--- src/lsc_pkg.sv ---
// Constants, types and helpers shared by the low-speed power control block
//--------------------------------------------------------------------------
// Summary of operation
// - Select bit b0 at 1 enters low-speed mode; 0 returns to main mode field.
// - Transition flag b4 rises on each select rewrite, falls when change completes.
// - Writes to the low-speed register are ignored while the flag is 1.
// - Writes are blocked from sleep entry until sleep is exited.
// - Writes are blocked while flash program or erase runs.
// - Main power mode register is locked while low-speed select is 1.
// - Select cannot be set while PLL or any other oscillator runs.
// - Reset leaves high-speed mode with the select bit clear.
// - Return source codes: 000 slow, 001 fast, 010 main; others refused.
// - Enable b7 gates the return switch; disabled exit keeps clock source.
// - Switching exit starts the oscillator the selected source needs.
// - Switching exit copies return select into system clock source select.
// - Switching exit clears the low-speed select bit.
// - Switching exit leaves clock divider settings untouched.
// - Reserved bits read 0; software writes 0.
// - Main mode field: 000 high-speed, 010 middle-speed, others refused.
//--------------------------------------------------------------------------
package lsc_pkg;

  // Register indices; byte address is four times the index
  localparam logic [19:0] LSC_IDX_MAIN = 20'h800A0;
  localparam logic [19:0] LSC_IDX_RET = 20'h800A1;
  localparam logic [19:0] LSC_IDX_LSPC = 20'h800AA;
  localparam logic [19:0] LSC_IDX_OSC = 20'h800B0;
  localparam logic [19:0] LSC_IDX_CLK = 20'h800B1;
  localparam logic [19:0] LSC_IDX_WP = 20'h800B2;

  // Field positions
  localparam int LSC_LS_SEL_BIT = 0;
  localparam int LSC_TSF_BIT = 4;
  localparam int LSC_RET_EN_BIT = 7;
  localparam int LSC_UNLOCK_BIT = 1;

  // Mode and source encodings
  localparam logic [2:0] LSC_MODE_HIGH = 3'h0;
  localparam logic [2:0] LSC_MODE_MID = 3'h2;
  localparam logic [2:0] LSC_SRC_SLOW = 3'h0;
  localparam logic [2:0] LSC_SRC_FAST = 3'h1;
  localparam logic [2:0] LSC_SRC_MAIN = 3'h2;

  // Settling time of a power mode change
  localparam int LSC_CLK_MHZ = 100;
  localparam int LSC_SETTLE_NS = 1000;
  localparam int LSC_CNT_W = 8;
  localparam logic [LSC_CNT_W-1:0] LSC_SETTLE_CYC =
    LSC_CNT_W'((LSC_SETTLE_NS * LSC_CLK_MHZ + 999) / 1000);
  localparam logic [LSC_CNT_W-1:0] LSC_CNT_ZERO = 8'h00;

  // Oscillator stop controls, 1 means stopped
  typedef struct packed {
    logic slow_internal_osc_stop;
    logic main_osc_stop;
    logic fast_internal_osc_stop;
    logic pll_stop_ctrl;
  } lsc_osc_s;

  localparam lsc_osc_s LSC_OSC_RESET = 4'h7;

  // Sleep tracking states
  typedef enum logic [1:0] {
    LSC_ST_RUN = 2'b01,
    LSC_ST_SLEEP = 2'b10
  } lsc_state_e;

  // Legal return clock source code
  function automatic logic lsc_src_valid(input logic [2:0] code);
    lsc_src_valid = (code == LSC_SRC_SLOW) || (code == LSC_SRC_FAST) ||
                    (code == LSC_SRC_MAIN);
  endfunction : lsc_src_valid

  // Byte address of a register index
  function automatic logic [31:0] lsc_addr(input logic [19:0] idx);
    lsc_addr = {10'h000, idx, 2'b00};
  endfunction : lsc_addr

endpackage : lsc_pkg

--- src/lsc_settle_timer.sv ---
// Settling counter behind a power mode transition flag
`timescale 1ns/1ps
module lsc_settle_timer (
  // Clock and reset
  input wire logic pclk,
  input wire logic presetn,
  // Start of a mode change, and the resulting flag
  input wire logic start,
  output logic busy
);

  logic [lsc_pkg::LSC_CNT_W-1:0] cnt_q;

  // A new start reloads even while counting, so the flag never drops early
  always_ff @(posedge pclk or negedge presetn)
  begin
    if (!presetn)
      cnt_q <= lsc_pkg::LSC_CNT_ZERO;
    else if (start)
      cnt_q <= lsc_pkg::LSC_SETTLE_CYC;
    else if (busy)
      cnt_q <= cnt_q - 8'h01;
  end

  // Flag straight from the counter register
  assign busy = (cnt_q != lsc_pkg::LSC_CNT_ZERO);

endmodule : lsc_settle_timer

--- src/lsc_wake_switch.sv ---
// Oscillator and source settings applied at a switching sleep exit
`timescale 1ns/1ps
module lsc_wake_switch (
  // Return selection
  input wire logic [2:0] ret_sel,
  // Present and next oscillator controls
  input wire lsc_pkg::lsc_osc_s osc_now,
  output lsc_pkg::lsc_osc_s osc_wake,
  output logic sel_ok
);

  // Only documented codes may switch; others leave everything alone
  assign sel_ok = lsc_pkg::lsc_src_valid(ret_sel);

  // Start the selected oscillator, others keep their state; PLL untouched
  assign osc_wake.pll_stop_ctrl = osc_now.pll_stop_ctrl;
  assign osc_wake.slow_internal_osc_stop = (ret_sel == lsc_pkg::LSC_SRC_SLOW) ?
    1'b0 : osc_now.slow_internal_osc_stop;
  assign osc_wake.fast_internal_osc_stop = (ret_sel == lsc_pkg::LSC_SRC_FAST) ?
    1'b0 : osc_now.fast_internal_osc_stop;
  assign osc_wake.main_osc_stop = (ret_sel == lsc_pkg::LSC_SRC_MAIN) ?
    1'b0 : osc_now.main_osc_stop;

endmodule : lsc_wake_switch

--- src/lsc_top.sv ---
// Low-speed power mode control and sleep-return clock switch, APB slave
//
// Added by the designer: the APB register port.
`timescale 1ns/1ps
module lsc_top (
  // Clock and reset
  input wire logic pclk,
  input wire logic presetn,
  // APB slave
  input wire logic psel,
  input wire logic penable,
  input wire logic pwrite,
  input wire logic [31:0] paddr,
  input wire logic [31:0] pwdata,
  output logic pready,
  output logic [31:0] prdata,
  output logic pslverr,
  // System events
  input wire logic sleep_entry,
  input wire logic sleep_exit,
  input wire logic flash_pe_busy,
  // Clock system controls
  output logic low_speed_mode,
  output logic [2:0] main_power_mode_field,
  output lsc_pkg::lsc_osc_s osc_stop,
  output logic [2:0] system_clock_source_select
);

  //------------------------------------------------------------------
  // Declarations
  //------------------------------------------------------------------
  logic ls_q;
  logic ls_d;
  logic [2:0] mode_q;
  logic [2:0] ret_sel_q;
  logic ret_en_q;
  lsc_pkg::lsc_osc_s osc_q;
  lsc_pkg::lsc_osc_s osc_d;
  lsc_pkg::lsc_osc_s osc_wake;
  logic [2:0] clk_sel_q;
  logic unlock_q;
  logic [31:0] prdata_q;
  lsc_pkg::lsc_state_e state_q;
  lsc_pkg::lsc_state_e state_d;
  logic wr_en;
  logic rd_setup;
  logic hit_main;
  logic hit_ret;
  logic hit_lspc;
  logic hit_osc;
  logic hit_clk;
  logic hit_wp;
  logic hit_any;
  logic sleep_block;
  logic ls_busy;
  logic mm_busy;
  logic osc_running;
  logic ls_wr_ok;
  logic ls_take;
  logic ls_start;
  logic mm_take;
  logic wake_ok;
  logic wake_sw;
  logic [7:0] rd_lspc;
  logic [7:0] rd_main;
  logic [7:0] rd_ret;
  logic [7:0] rd_byte;

  //------------------------------------------------------------------
  // Bus decode
  //------------------------------------------------------------------
  // Zero wait states: every access phase completes at once
  assign pready = 1'b1;
  assign wr_en = psel & penable & pwrite;
  assign rd_setup = psel & ~penable & ~pwrite;
  assign hit_main = (paddr == lsc_pkg::lsc_addr(lsc_pkg::LSC_IDX_MAIN));
  assign hit_ret = (paddr == lsc_pkg::lsc_addr(lsc_pkg::LSC_IDX_RET));
  assign hit_lspc = (paddr == lsc_pkg::lsc_addr(lsc_pkg::LSC_IDX_LSPC));
  assign hit_osc = (paddr == lsc_pkg::lsc_addr(lsc_pkg::LSC_IDX_OSC));
  assign hit_clk = (paddr == lsc_pkg::lsc_addr(lsc_pkg::LSC_IDX_CLK));
  assign hit_wp = (paddr == lsc_pkg::lsc_addr(lsc_pkg::LSC_IDX_WP));
  assign hit_any = hit_main | hit_ret | hit_lspc | hit_osc | hit_clk | hit_wp;
  // Unmapped addresses answer with an error, writes are dropped
  assign pslverr = psel & penable & ~hit_any;

  //------------------------------------------------------------------
  // Sleep tracking
  //------------------------------------------------------------------
  // Entry pulse itself already blocks, so a write in that cycle is lost
  assign sleep_block = (state_q == lsc_pkg::LSC_ST_SLEEP) | sleep_entry;

  // Next sleep state
  always_comb
  begin
    state_d = state_q;
    case (state_q)
      lsc_pkg::LSC_ST_RUN:
        if (sleep_entry)
          state_d = lsc_pkg::LSC_ST_SLEEP;
      lsc_pkg::LSC_ST_SLEEP:
        if (sleep_exit)
          state_d = lsc_pkg::LSC_ST_RUN;
      default:
        state_d = lsc_pkg::LSC_ST_RUN;
    endcase
  end

  // Sleep state register
  always_ff @(posedge pclk or negedge presetn)
  begin
    if (!presetn)
      state_q <= lsc_pkg::LSC_ST_RUN;
    else
      state_q <= state_d;
  end

  //------------------------------------------------------------------
  // Low-speed select
  //------------------------------------------------------------------
  // Any oscillator other than the sub-clock still running
  assign osc_running = ~osc_q.pll_stop_ctrl | ~osc_q.fast_internal_osc_stop |
                       ~osc_q.main_osc_stop | ~osc_q.slow_internal_osc_stop;
  // Unlock, settle flag, sleep and flash all gate the write
  assign ls_wr_ok = wr_en & hit_lspc & unlock_q & ~ls_busy & ~sleep_block &
                    ~flash_pe_busy;
  // Entry refused while an oscillator runs; the write then is a no-op
  assign ls_take = ls_wr_ok &
                   ~(pwdata[lsc_pkg::LSC_LS_SEL_BIT] & osc_running);
  // Switching exit needs a legal code and a real sleep period
  assign wake_sw = sleep_exit & (state_q == lsc_pkg::LSC_ST_SLEEP) &
                   ret_en_q & wake_ok;
  // Wake has priority over a same-cycle write, which sleep blocks anyway
  assign ls_d = wake_sw ? 1'b0 :
                ls_take ? pwdata[lsc_pkg::LSC_LS_SEL_BIT] : ls_q;
  // Every accepted rewrite starts a transition, as does a wake clear
  assign ls_start = ls_take | (wake_sw & ls_q);

  // Select register; reset lands in high-speed mode
  always_ff @(posedge pclk or negedge presetn)
  begin
    if (!presetn)
      ls_q <= 1'b0;
    else
      ls_q <= ls_d;
  end

  // Low-speed transition flag
  lsc_settle_timer u_ls_timer (
    .pclk(pclk),
    .presetn(presetn),
    .start(ls_start),
    .busy(ls_busy)
  );

  //------------------------------------------------------------------
  // Main power mode
  //------------------------------------------------------------------
  // Locked in low-speed mode; prohibited codes are ignored
  assign mm_take = wr_en & hit_main & unlock_q & ~mm_busy & ~sleep_block &
                   ~flash_pe_busy & ~ls_q &
                   ((pwdata[2:0] == lsc_pkg::LSC_MODE_HIGH) |
                    (pwdata[2:0] == lsc_pkg::LSC_MODE_MID));

  // Mode field register
  always_ff @(posedge pclk or negedge presetn)
  begin
    if (!presetn)
      mode_q <= lsc_pkg::LSC_MODE_HIGH;
    else if (mm_take)
      mode_q <= pwdata[2:0];
  end

  // Main mode transition flag
  lsc_settle_timer u_mm_timer (
    .pclk(pclk),
    .presetn(presetn),
    .start(mm_take),
    .busy(mm_busy)
  );

  //------------------------------------------------------------------
  // Sleep-return clock switch
  //------------------------------------------------------------------
  lsc_wake_switch u_wake (
    .ret_sel(ret_sel_q),
    .osc_now(osc_q),
    .osc_wake(osc_wake),
    .sel_ok(wake_ok)
  );

  // Return control register; only the select field and enable are stored
  always_ff @(posedge pclk or negedge presetn)
  begin
    if (!presetn)
    begin
      ret_sel_q <= lsc_pkg::LSC_SRC_SLOW;
      ret_en_q <= 1'b0;
    end
    else if (wr_en & hit_ret & unlock_q)
    begin
      ret_sel_q <= pwdata[2:0];
      ret_en_q <= pwdata[lsc_pkg::LSC_RET_EN_BIT];
    end
  end

  // Oscillator controls: wake overrides software in the same cycle
  assign osc_d = wake_sw ? osc_wake :
                 (wr_en & hit_osc & unlock_q) ? lsc_pkg::lsc_osc_s'(pwdata[3:0]) :
                 osc_q;

  // Oscillator stop register
  always_ff @(posedge pclk or negedge presetn)
  begin
    if (!presetn)
      osc_q <= lsc_pkg::LSC_OSC_RESET;
    else
      osc_q <= osc_d;
  end

  // System clock source; dividers live elsewhere and are never touched
  always_ff @(posedge pclk or negedge presetn)
  begin
    if (!presetn)
      clk_sel_q <= lsc_pkg::LSC_SRC_SLOW;
    else if (wake_sw)
      clk_sel_q <= ret_sel_q;
    else if (wr_en & hit_clk & unlock_q)
      clk_sel_q <= pwdata[2:0];
  end

  // Write protection unlock; always writable by design
  always_ff @(posedge pclk or negedge presetn)
  begin
    if (!presetn)
      unlock_q <= 1'b0;
    else if (wr_en & hit_wp)
      unlock_q <= pwdata[lsc_pkg::LSC_UNLOCK_BIT];
  end

  //------------------------------------------------------------------
  // Read back
  //------------------------------------------------------------------
  // Reserved bits read as zero
  assign rd_lspc = (8'(ls_q) << lsc_pkg::LSC_LS_SEL_BIT) |
                   (8'(ls_busy) << lsc_pkg::LSC_TSF_BIT);
  assign rd_main = {3'h0, mm_busy, 1'b0, mode_q};
  assign rd_ret = (8'(ret_en_q) << lsc_pkg::LSC_RET_EN_BIT) | {5'h00, ret_sel_q};
  assign rd_byte = hit_lspc ? rd_lspc :
                   hit_main ? rd_main :
                   hit_ret ? rd_ret :
                   hit_osc ? {4'h0, osc_q} :
                   hit_clk ? {5'h00, clk_sel_q} :
                   hit_wp ? (8'(unlock_q) << lsc_pkg::LSC_UNLOCK_BIT) : 8'h00;

  // Read data captured in the setup cycle, stable through the access
  always_ff @(posedge pclk or negedge presetn)
  begin
    if (!presetn)
      prdata_q <= 32'h0000_0000;
    else if (rd_setup)
      prdata_q <= {24'h00_0000, rd_byte};
  end

  //------------------------------------------------------------------
  // Outputs
  //------------------------------------------------------------------
  assign prdata = prdata_q;
  assign low_speed_mode = ls_q;
  assign main_power_mode_field = mode_q;
  assign osc_stop = osc_q;
  assign system_clock_source_select = clk_sel_q;

  //------------------------------------------------------------------
  // Checks
  //------------------------------------------------------------------
  chk_ls_enter: assert property (@(posedge pclk) disable iff (!presetn)
    (ls_take & ~wake_sw) |=> (ls_q == $past(pwdata[lsc_pkg::LSC_LS_SEL_BIT])))
    else $error("low-speed select did not follow accepted write");

  chk_flag_hold: assert property (@(posedge pclk) disable iff (!presetn)
    ls_start |=> ls_busy [*8])
    else $error("transition flag dropped too early");

  chk_busy_drop: assert property (@(posedge pclk) disable iff (!presetn)
    (ls_busy & wr_en & hit_lspc & ~wake_sw) |=> $stable(ls_q))
    else $error("select changed while in transition");

  chk_sleep_drop: assert property (@(posedge pclk) disable iff (!presetn)
    (sleep_block & wr_en & hit_lspc & ~wake_sw) |=> $stable(ls_q))
    else $error("select written during sleep");

  chk_flash_drop: assert property (@(posedge pclk) disable iff (!presetn)
    (flash_pe_busy & wr_en & hit_lspc & ~wake_sw) |-> !ls_start ##1 $stable(ls_q))
    else $error("select changed during flash operation");

  chk_main_lock: assert property (@(posedge pclk) disable iff (!presetn)
    ls_q |=> $stable(mode_q))
    else $error("main mode changed in low-speed mode");

  chk_osc_refuse: assert property (@(posedge pclk) disable iff (!presetn)
    (~ls_q & osc_running) |=> ~ls_q)
    else $error("low-speed entered with oscillator running");

  chk_wake_clear: assert property (@(posedge pclk) disable iff (!presetn)
    wake_sw |=> ~ls_q ##0 (system_clock_source_select == $past(ret_sel_q)))
    else $error("switching exit did not clear select or copy source");

  chk_wake_none: assert property (@(posedge pclk) disable iff (!presetn)
    (sleep_exit & ~ret_en_q & ~(wr_en & hit_clk)) |=> $stable(clk_sel_q))
    else $error("clock source changed with switching disabled");

  chk_unlock_gate: assert property (@(posedge pclk) disable iff (!presetn)
    (wr_en & hit_main & ~unlock_q) |=> $stable(mode_q))
    else $error("main mode written while write protection was on");

  chk_reset_state: assert property (@(posedge pclk)
    $rose(presetn) |-> ~ls_q && (mode_q == lsc_pkg::LSC_MODE_HIGH))
    else $error("block did not start in high-speed mode");

  chk_wake_slow: assert property (@(posedge pclk) disable iff (!presetn)
    (wake_sw & (ret_sel_q == lsc_pkg::LSC_SRC_SLOW)) |=> ~osc_q.slow_internal_osc_stop)
    else $error("slow internal oscillator not started at wake");

  chk_wake_fast: assert property (@(posedge pclk) disable iff (!presetn)
    (wake_sw & (ret_sel_q == lsc_pkg::LSC_SRC_FAST)) |=> ~osc_q.fast_internal_osc_stop)
    else $error("fast internal oscillator not started at wake");

  chk_wake_main: assert property (@(posedge pclk) disable iff (!presetn)
    (wake_sw & (ret_sel_q == lsc_pkg::LSC_SRC_MAIN)) |=> ~osc_q.main_osc_stop)
    else $error("main oscillator not started at wake");

  chk_wake_refuse: assert property (@(posedge pclk) disable iff (!presetn)
    (sleep_exit & (state_q == lsc_pkg::LSC_ST_SLEEP) & ret_en_q &
     (ret_sel_q > lsc_pkg::LSC_SRC_MAIN) & ~(wr_en & hit_clk)) |=> $stable(clk_sel_q))
    else $error("illegal return code switched the clock source");

  chk_wake_flag: assert property (@(posedge pclk) disable iff (!presetn)
    (wake_sw & ls_q) |=> ls_busy)
    else $error("wake clear of select raised no transition flag");

  chk_read_zero: assert property (@(posedge pclk) disable iff (!presetn)
    (rd_setup & hit_lspc) |=> (prdata[31:5] == 27'h0) && (prdata[3:1] == 3'h0))
    else $error("reserved bits of low-speed register read nonzero");

  chk_mode_legal: assert property (@(posedge pclk) disable iff (!presetn)
    (mode_q == lsc_pkg::LSC_MODE_HIGH) || (mode_q == lsc_pkg::LSC_MODE_MID))
    else $error("main mode field holds a prohibited code");

endmodule : lsc_top

--- config.mk ---
export PLATFORM = sky130hd
export DESIGN_NAME = lsc_top
export DESIGN_NICKNAME = d
export VERILOG_FILES = /design/src/lsc_pkg.sv /design/src/lsc_settle_timer.sv /design/src/lsc_wake_switch.sv /design/src/lsc_top.sv
export SDC_FILE = /design/constraint.sdc
export NUM_CORES = 1
export LEC_CHECK = 0
export CAP_MARGIN = 20
export CELL_PAD_IN_SITES_DETAIL_PLACEMENT = 1
export CELL_PAD_IN_SITES_GLOBAL_PLACEMENT = 1
export CORE_AREA = 2 2 78 80
export CTS_CLUSTER_SIZE = 16
export DETAILED_ROUTE_END_ITERATION = 8
export DIE_AREA = 0 0 80 82
export DONT_BUFFER_PORTS = 1
export PLACE_DENSITY_LB_ADDON = 0.1
export SYNTH_ARGS = -nofsm -noshare
export SYNTH_HDL_FRONTEND = slang
export SYNTH_SLANG_ARGS = --single-unit
--- constraint.sdc ---
create_clock -name pclk -period 4.1 [get_ports pclk]
set_clock_uncertainty 0.2 [all_clocks]
set_input_delay 0.205 -clock pclk [delete_from_list [all_inputs] [get_ports pclk]]
set_output_delay 0.205 -clock pclk [all_outputs]
set_load 0.05 [all_outputs]
==> flow_summary.json <==
{
  "grt_pass1_wl_um": 10300,
  "max_freq_mhz": 367,
  "reg2reg_from": "u_mm_timer.cnt_q[0]",
  "row_count": 28,
  "clk_latency_ns": 0.30,
  "start_util_pct": 43.1,
  "status": "complete, no violations",
  "finalMaxSlewViolations": 0,
  "diodes": 0,
  "tns_ns": 0,
  "fin_nets": 354,
  "area_delta_synth_final_pct": 9.49,
  "p_leak_nw": 1.17,
  "min_period_over_period_pct": 66.5,
  "end_kind": "flop",
  "layout-drive-gt1-share_pct": 10.8,
  "final_util_pct": 47.2,
  "h-tree-depth": 2,
  "cts_buffer_depth": 2,
  "die_y_um": 82,
  "die_w_um": 80,
  "grt_usage_pct": 20.6,
  "wl_per_cell_um": 17.6,
  "ys_ff_latch": 40,
  "numCtsBuffers": 5,
  "crit_required_ns": 4.08,
  "ir_drop_mv": 0.226,
  "globalplace.congestion": 0.789,
  "hold_viol_final": 0,
  "vias": 1901,
  "core_um2": 5750,
  "drc_errors": 0,
  "syn-cell-area_um2": 2480,
  "powerDensity_nw_per_um2": 287,
  "portBuffers": 0,
  "critPathKind": "flop to flop",
  "fin_crit_ns": 2.73,
  "hp-class": "input port to flop",
  "place_hpwl_um": 4530,
  "grt_pass1_vias": 1967,
  "startpoint_type": "flop",
  "synthTopCellsByArea": "dfrtp_1 (36%), buf_4 (8.2%), mux2i_1 (6.1%)",
  "post_drt_via_cell_ratio": 5.37,
  "drv_cap": 0,
  "max_slew_margin_pct": 30.3,
  "total_power_uw": 780,
  "crit_path_max_fanout": 8,
  "ios": 117,
  "min-delay-start": "sleep_exit",
  "grt_max_degree": 41,
  "overflow": 0,
  "cts-root-buf": "clkbuf_8",
  "first_iter_violations": 48,
  "syn_inst": 260,
  "cts_resized": 0,
  "max_slew.worst_pin.slew_ns": 1.05,
  "cts_sinks": 40,
  "drtPass1Iterations": 4,
  "final_cell_mix": "dfrtp_1 (36), conb_1 (27), nand2_1 (25), nor2_1 (20)",
  "antenna_found_initial": 0,
  "layout_commonest_cell": "dfrtp_1",
  "crit_arrival_ns": 2.71,
  "ant_nets": 0,
  "die_area_um2": 6560,
  "rsz0062_at_grt": "false",
  "synth_area_per_cell_um2": 9.53,
  "yosysSeqAreaShare_pct": 40.6,
  "finalSetupViolCount": 0,
  "yosysTopAreaCell": "dfrtp_1",
  "synth_top_area_share_pct": 36.3,
  "path_clk_slew_ns": 0.09,
  "finalWirelength_um": 6240,
  "synth.distinct_cells": 47,
  "crit_start": "u_mm_timer.cnt_q[0]",
  "fillCellCount": 682,
  "yosysWarningCount": 0,
  "cts_tree": "yes"
}
-- cells by family after synthesis --
family | after synthesis | synth area share (%)
xor gates and xnor gates | 6 | 2.12
AOI/OAI and AO/OA | 32 | 8.03
other | 2 | 0.303
and+or+nand+nor | 110 | 26.5
adders and majority gates | 4 | 2.02
muxes | 21 | 9.54
DFF | 40 | 40.6
buffers and inverters | 45 | 10.9
-- repair_timing --
item / in CTS / in global routing
hold buffers: 16 / 0
endpoints found under the hold margin: 67 / 0
setup buffers: 0 / 0
-- power by group --
group          internal [mW]  switching, mW  total, mW
sequential             0.401        0.00217      0.403
clock                  0.119          0.149      0.268
combinational         0.0247         0.0835      0.108
total                  0.544          0.235      0.780
-- layout make-up --
type	instances	area, um^2	area share (%)
Clock inverter	3	18.8	0.692
Multi-Input combinational cell	200	1300	47.8
Clock buffer	5	68.8	2.54
Tap cell	75	93.8	3.46
Inverter	14	52.6	1.94
Sequential cell	40	1010	37.1
Timing Repair Buffer	17	178	6.55
-- through the flow --
stage               cells  hold WS, ns  setup WS (ns)  cell area, um^2
detailed placement    330       -0.290           1.33             2460
CTS                   354      0.00444           1.30             2710
global placement      330       -0.290           1.35             2460
global route          354       0.0444           1.15             2710
finish                354       0.0145           1.37             2710
floorplan             285       -0.291           1.84             2570
-- sequential cells by signal, summed over array words and instances, names as in the netlist --
register and count:
low_speed_mode 1, main_power_mode_field 3, osc_stop 4, prdata 6
ret_en_q 1, ret_sel_q 3, state_q 2, system_clock_source_select 3
u_ls_timer.cnt_q 8, u_mm_timer.cnt_q 8, unlock_q 1
-- cells in the mapped netlist (all sizes together) --
cell,n
nand2b,5
and4,1
nor2,20
nor4,11
or3b,1
o21ai,10
dfrtp,36
clkbuf,4
a211oi,2
xor2,3
buf,27
nand4,6
a211o,2
or4b,1
nor3,11
nor3b,3
a22oi,2
or2,3
a21boi,2
o31ai,3
nand2,25
a21o,1
a21oi,7
nor2b,4
xnor2,3
a2111oi,1
ha,4
or3,2
mux2,5
mux4,1
nor4b,5
nand4b,2
nand3b,1
and2,2
dfstp,4
inv,14
or4,2
conb,2
mux2i,15
nand3,5
o22ai,2
-- worst max-delay path, stage by stage, from the launching register on --
cell and delay, ns:
dfrtp_1 0.38, inv_1 0.12, ha_1 0.19, nor3b_1 0.33
and2_1 0.31, nand2_1 0.13, nor4_4 0.55, mux2_2 0.40
-- path summary, 6_finish.rpt --
check	to	slack (ns)	cells after the start
setup / recovery	main_power_mode_field[1]	1.37	7
hold / removal	system_clock_source_select[2]	0.01	3
setup reg to reg	main_power_mode_field[1]	1.37	7
hold reg to reg	u_mm_timer.cnt_q[7]	0.33	1
max in group asynchronous	osc_stop[1]	3.22	2
min in group asynchronous	prdata[0]	0.21	2
-- routing by layer --
metal	routed length (um)	vias to the layer above	GRT usage, %
met4	57	0	4.41
met5	0	-	0
met3	308	5	5.49
li1	-	902	-
met2	3180	44	35.8
met1	2700	950	25.9
No activity file was read; power rests on OpenSTA's default activity.
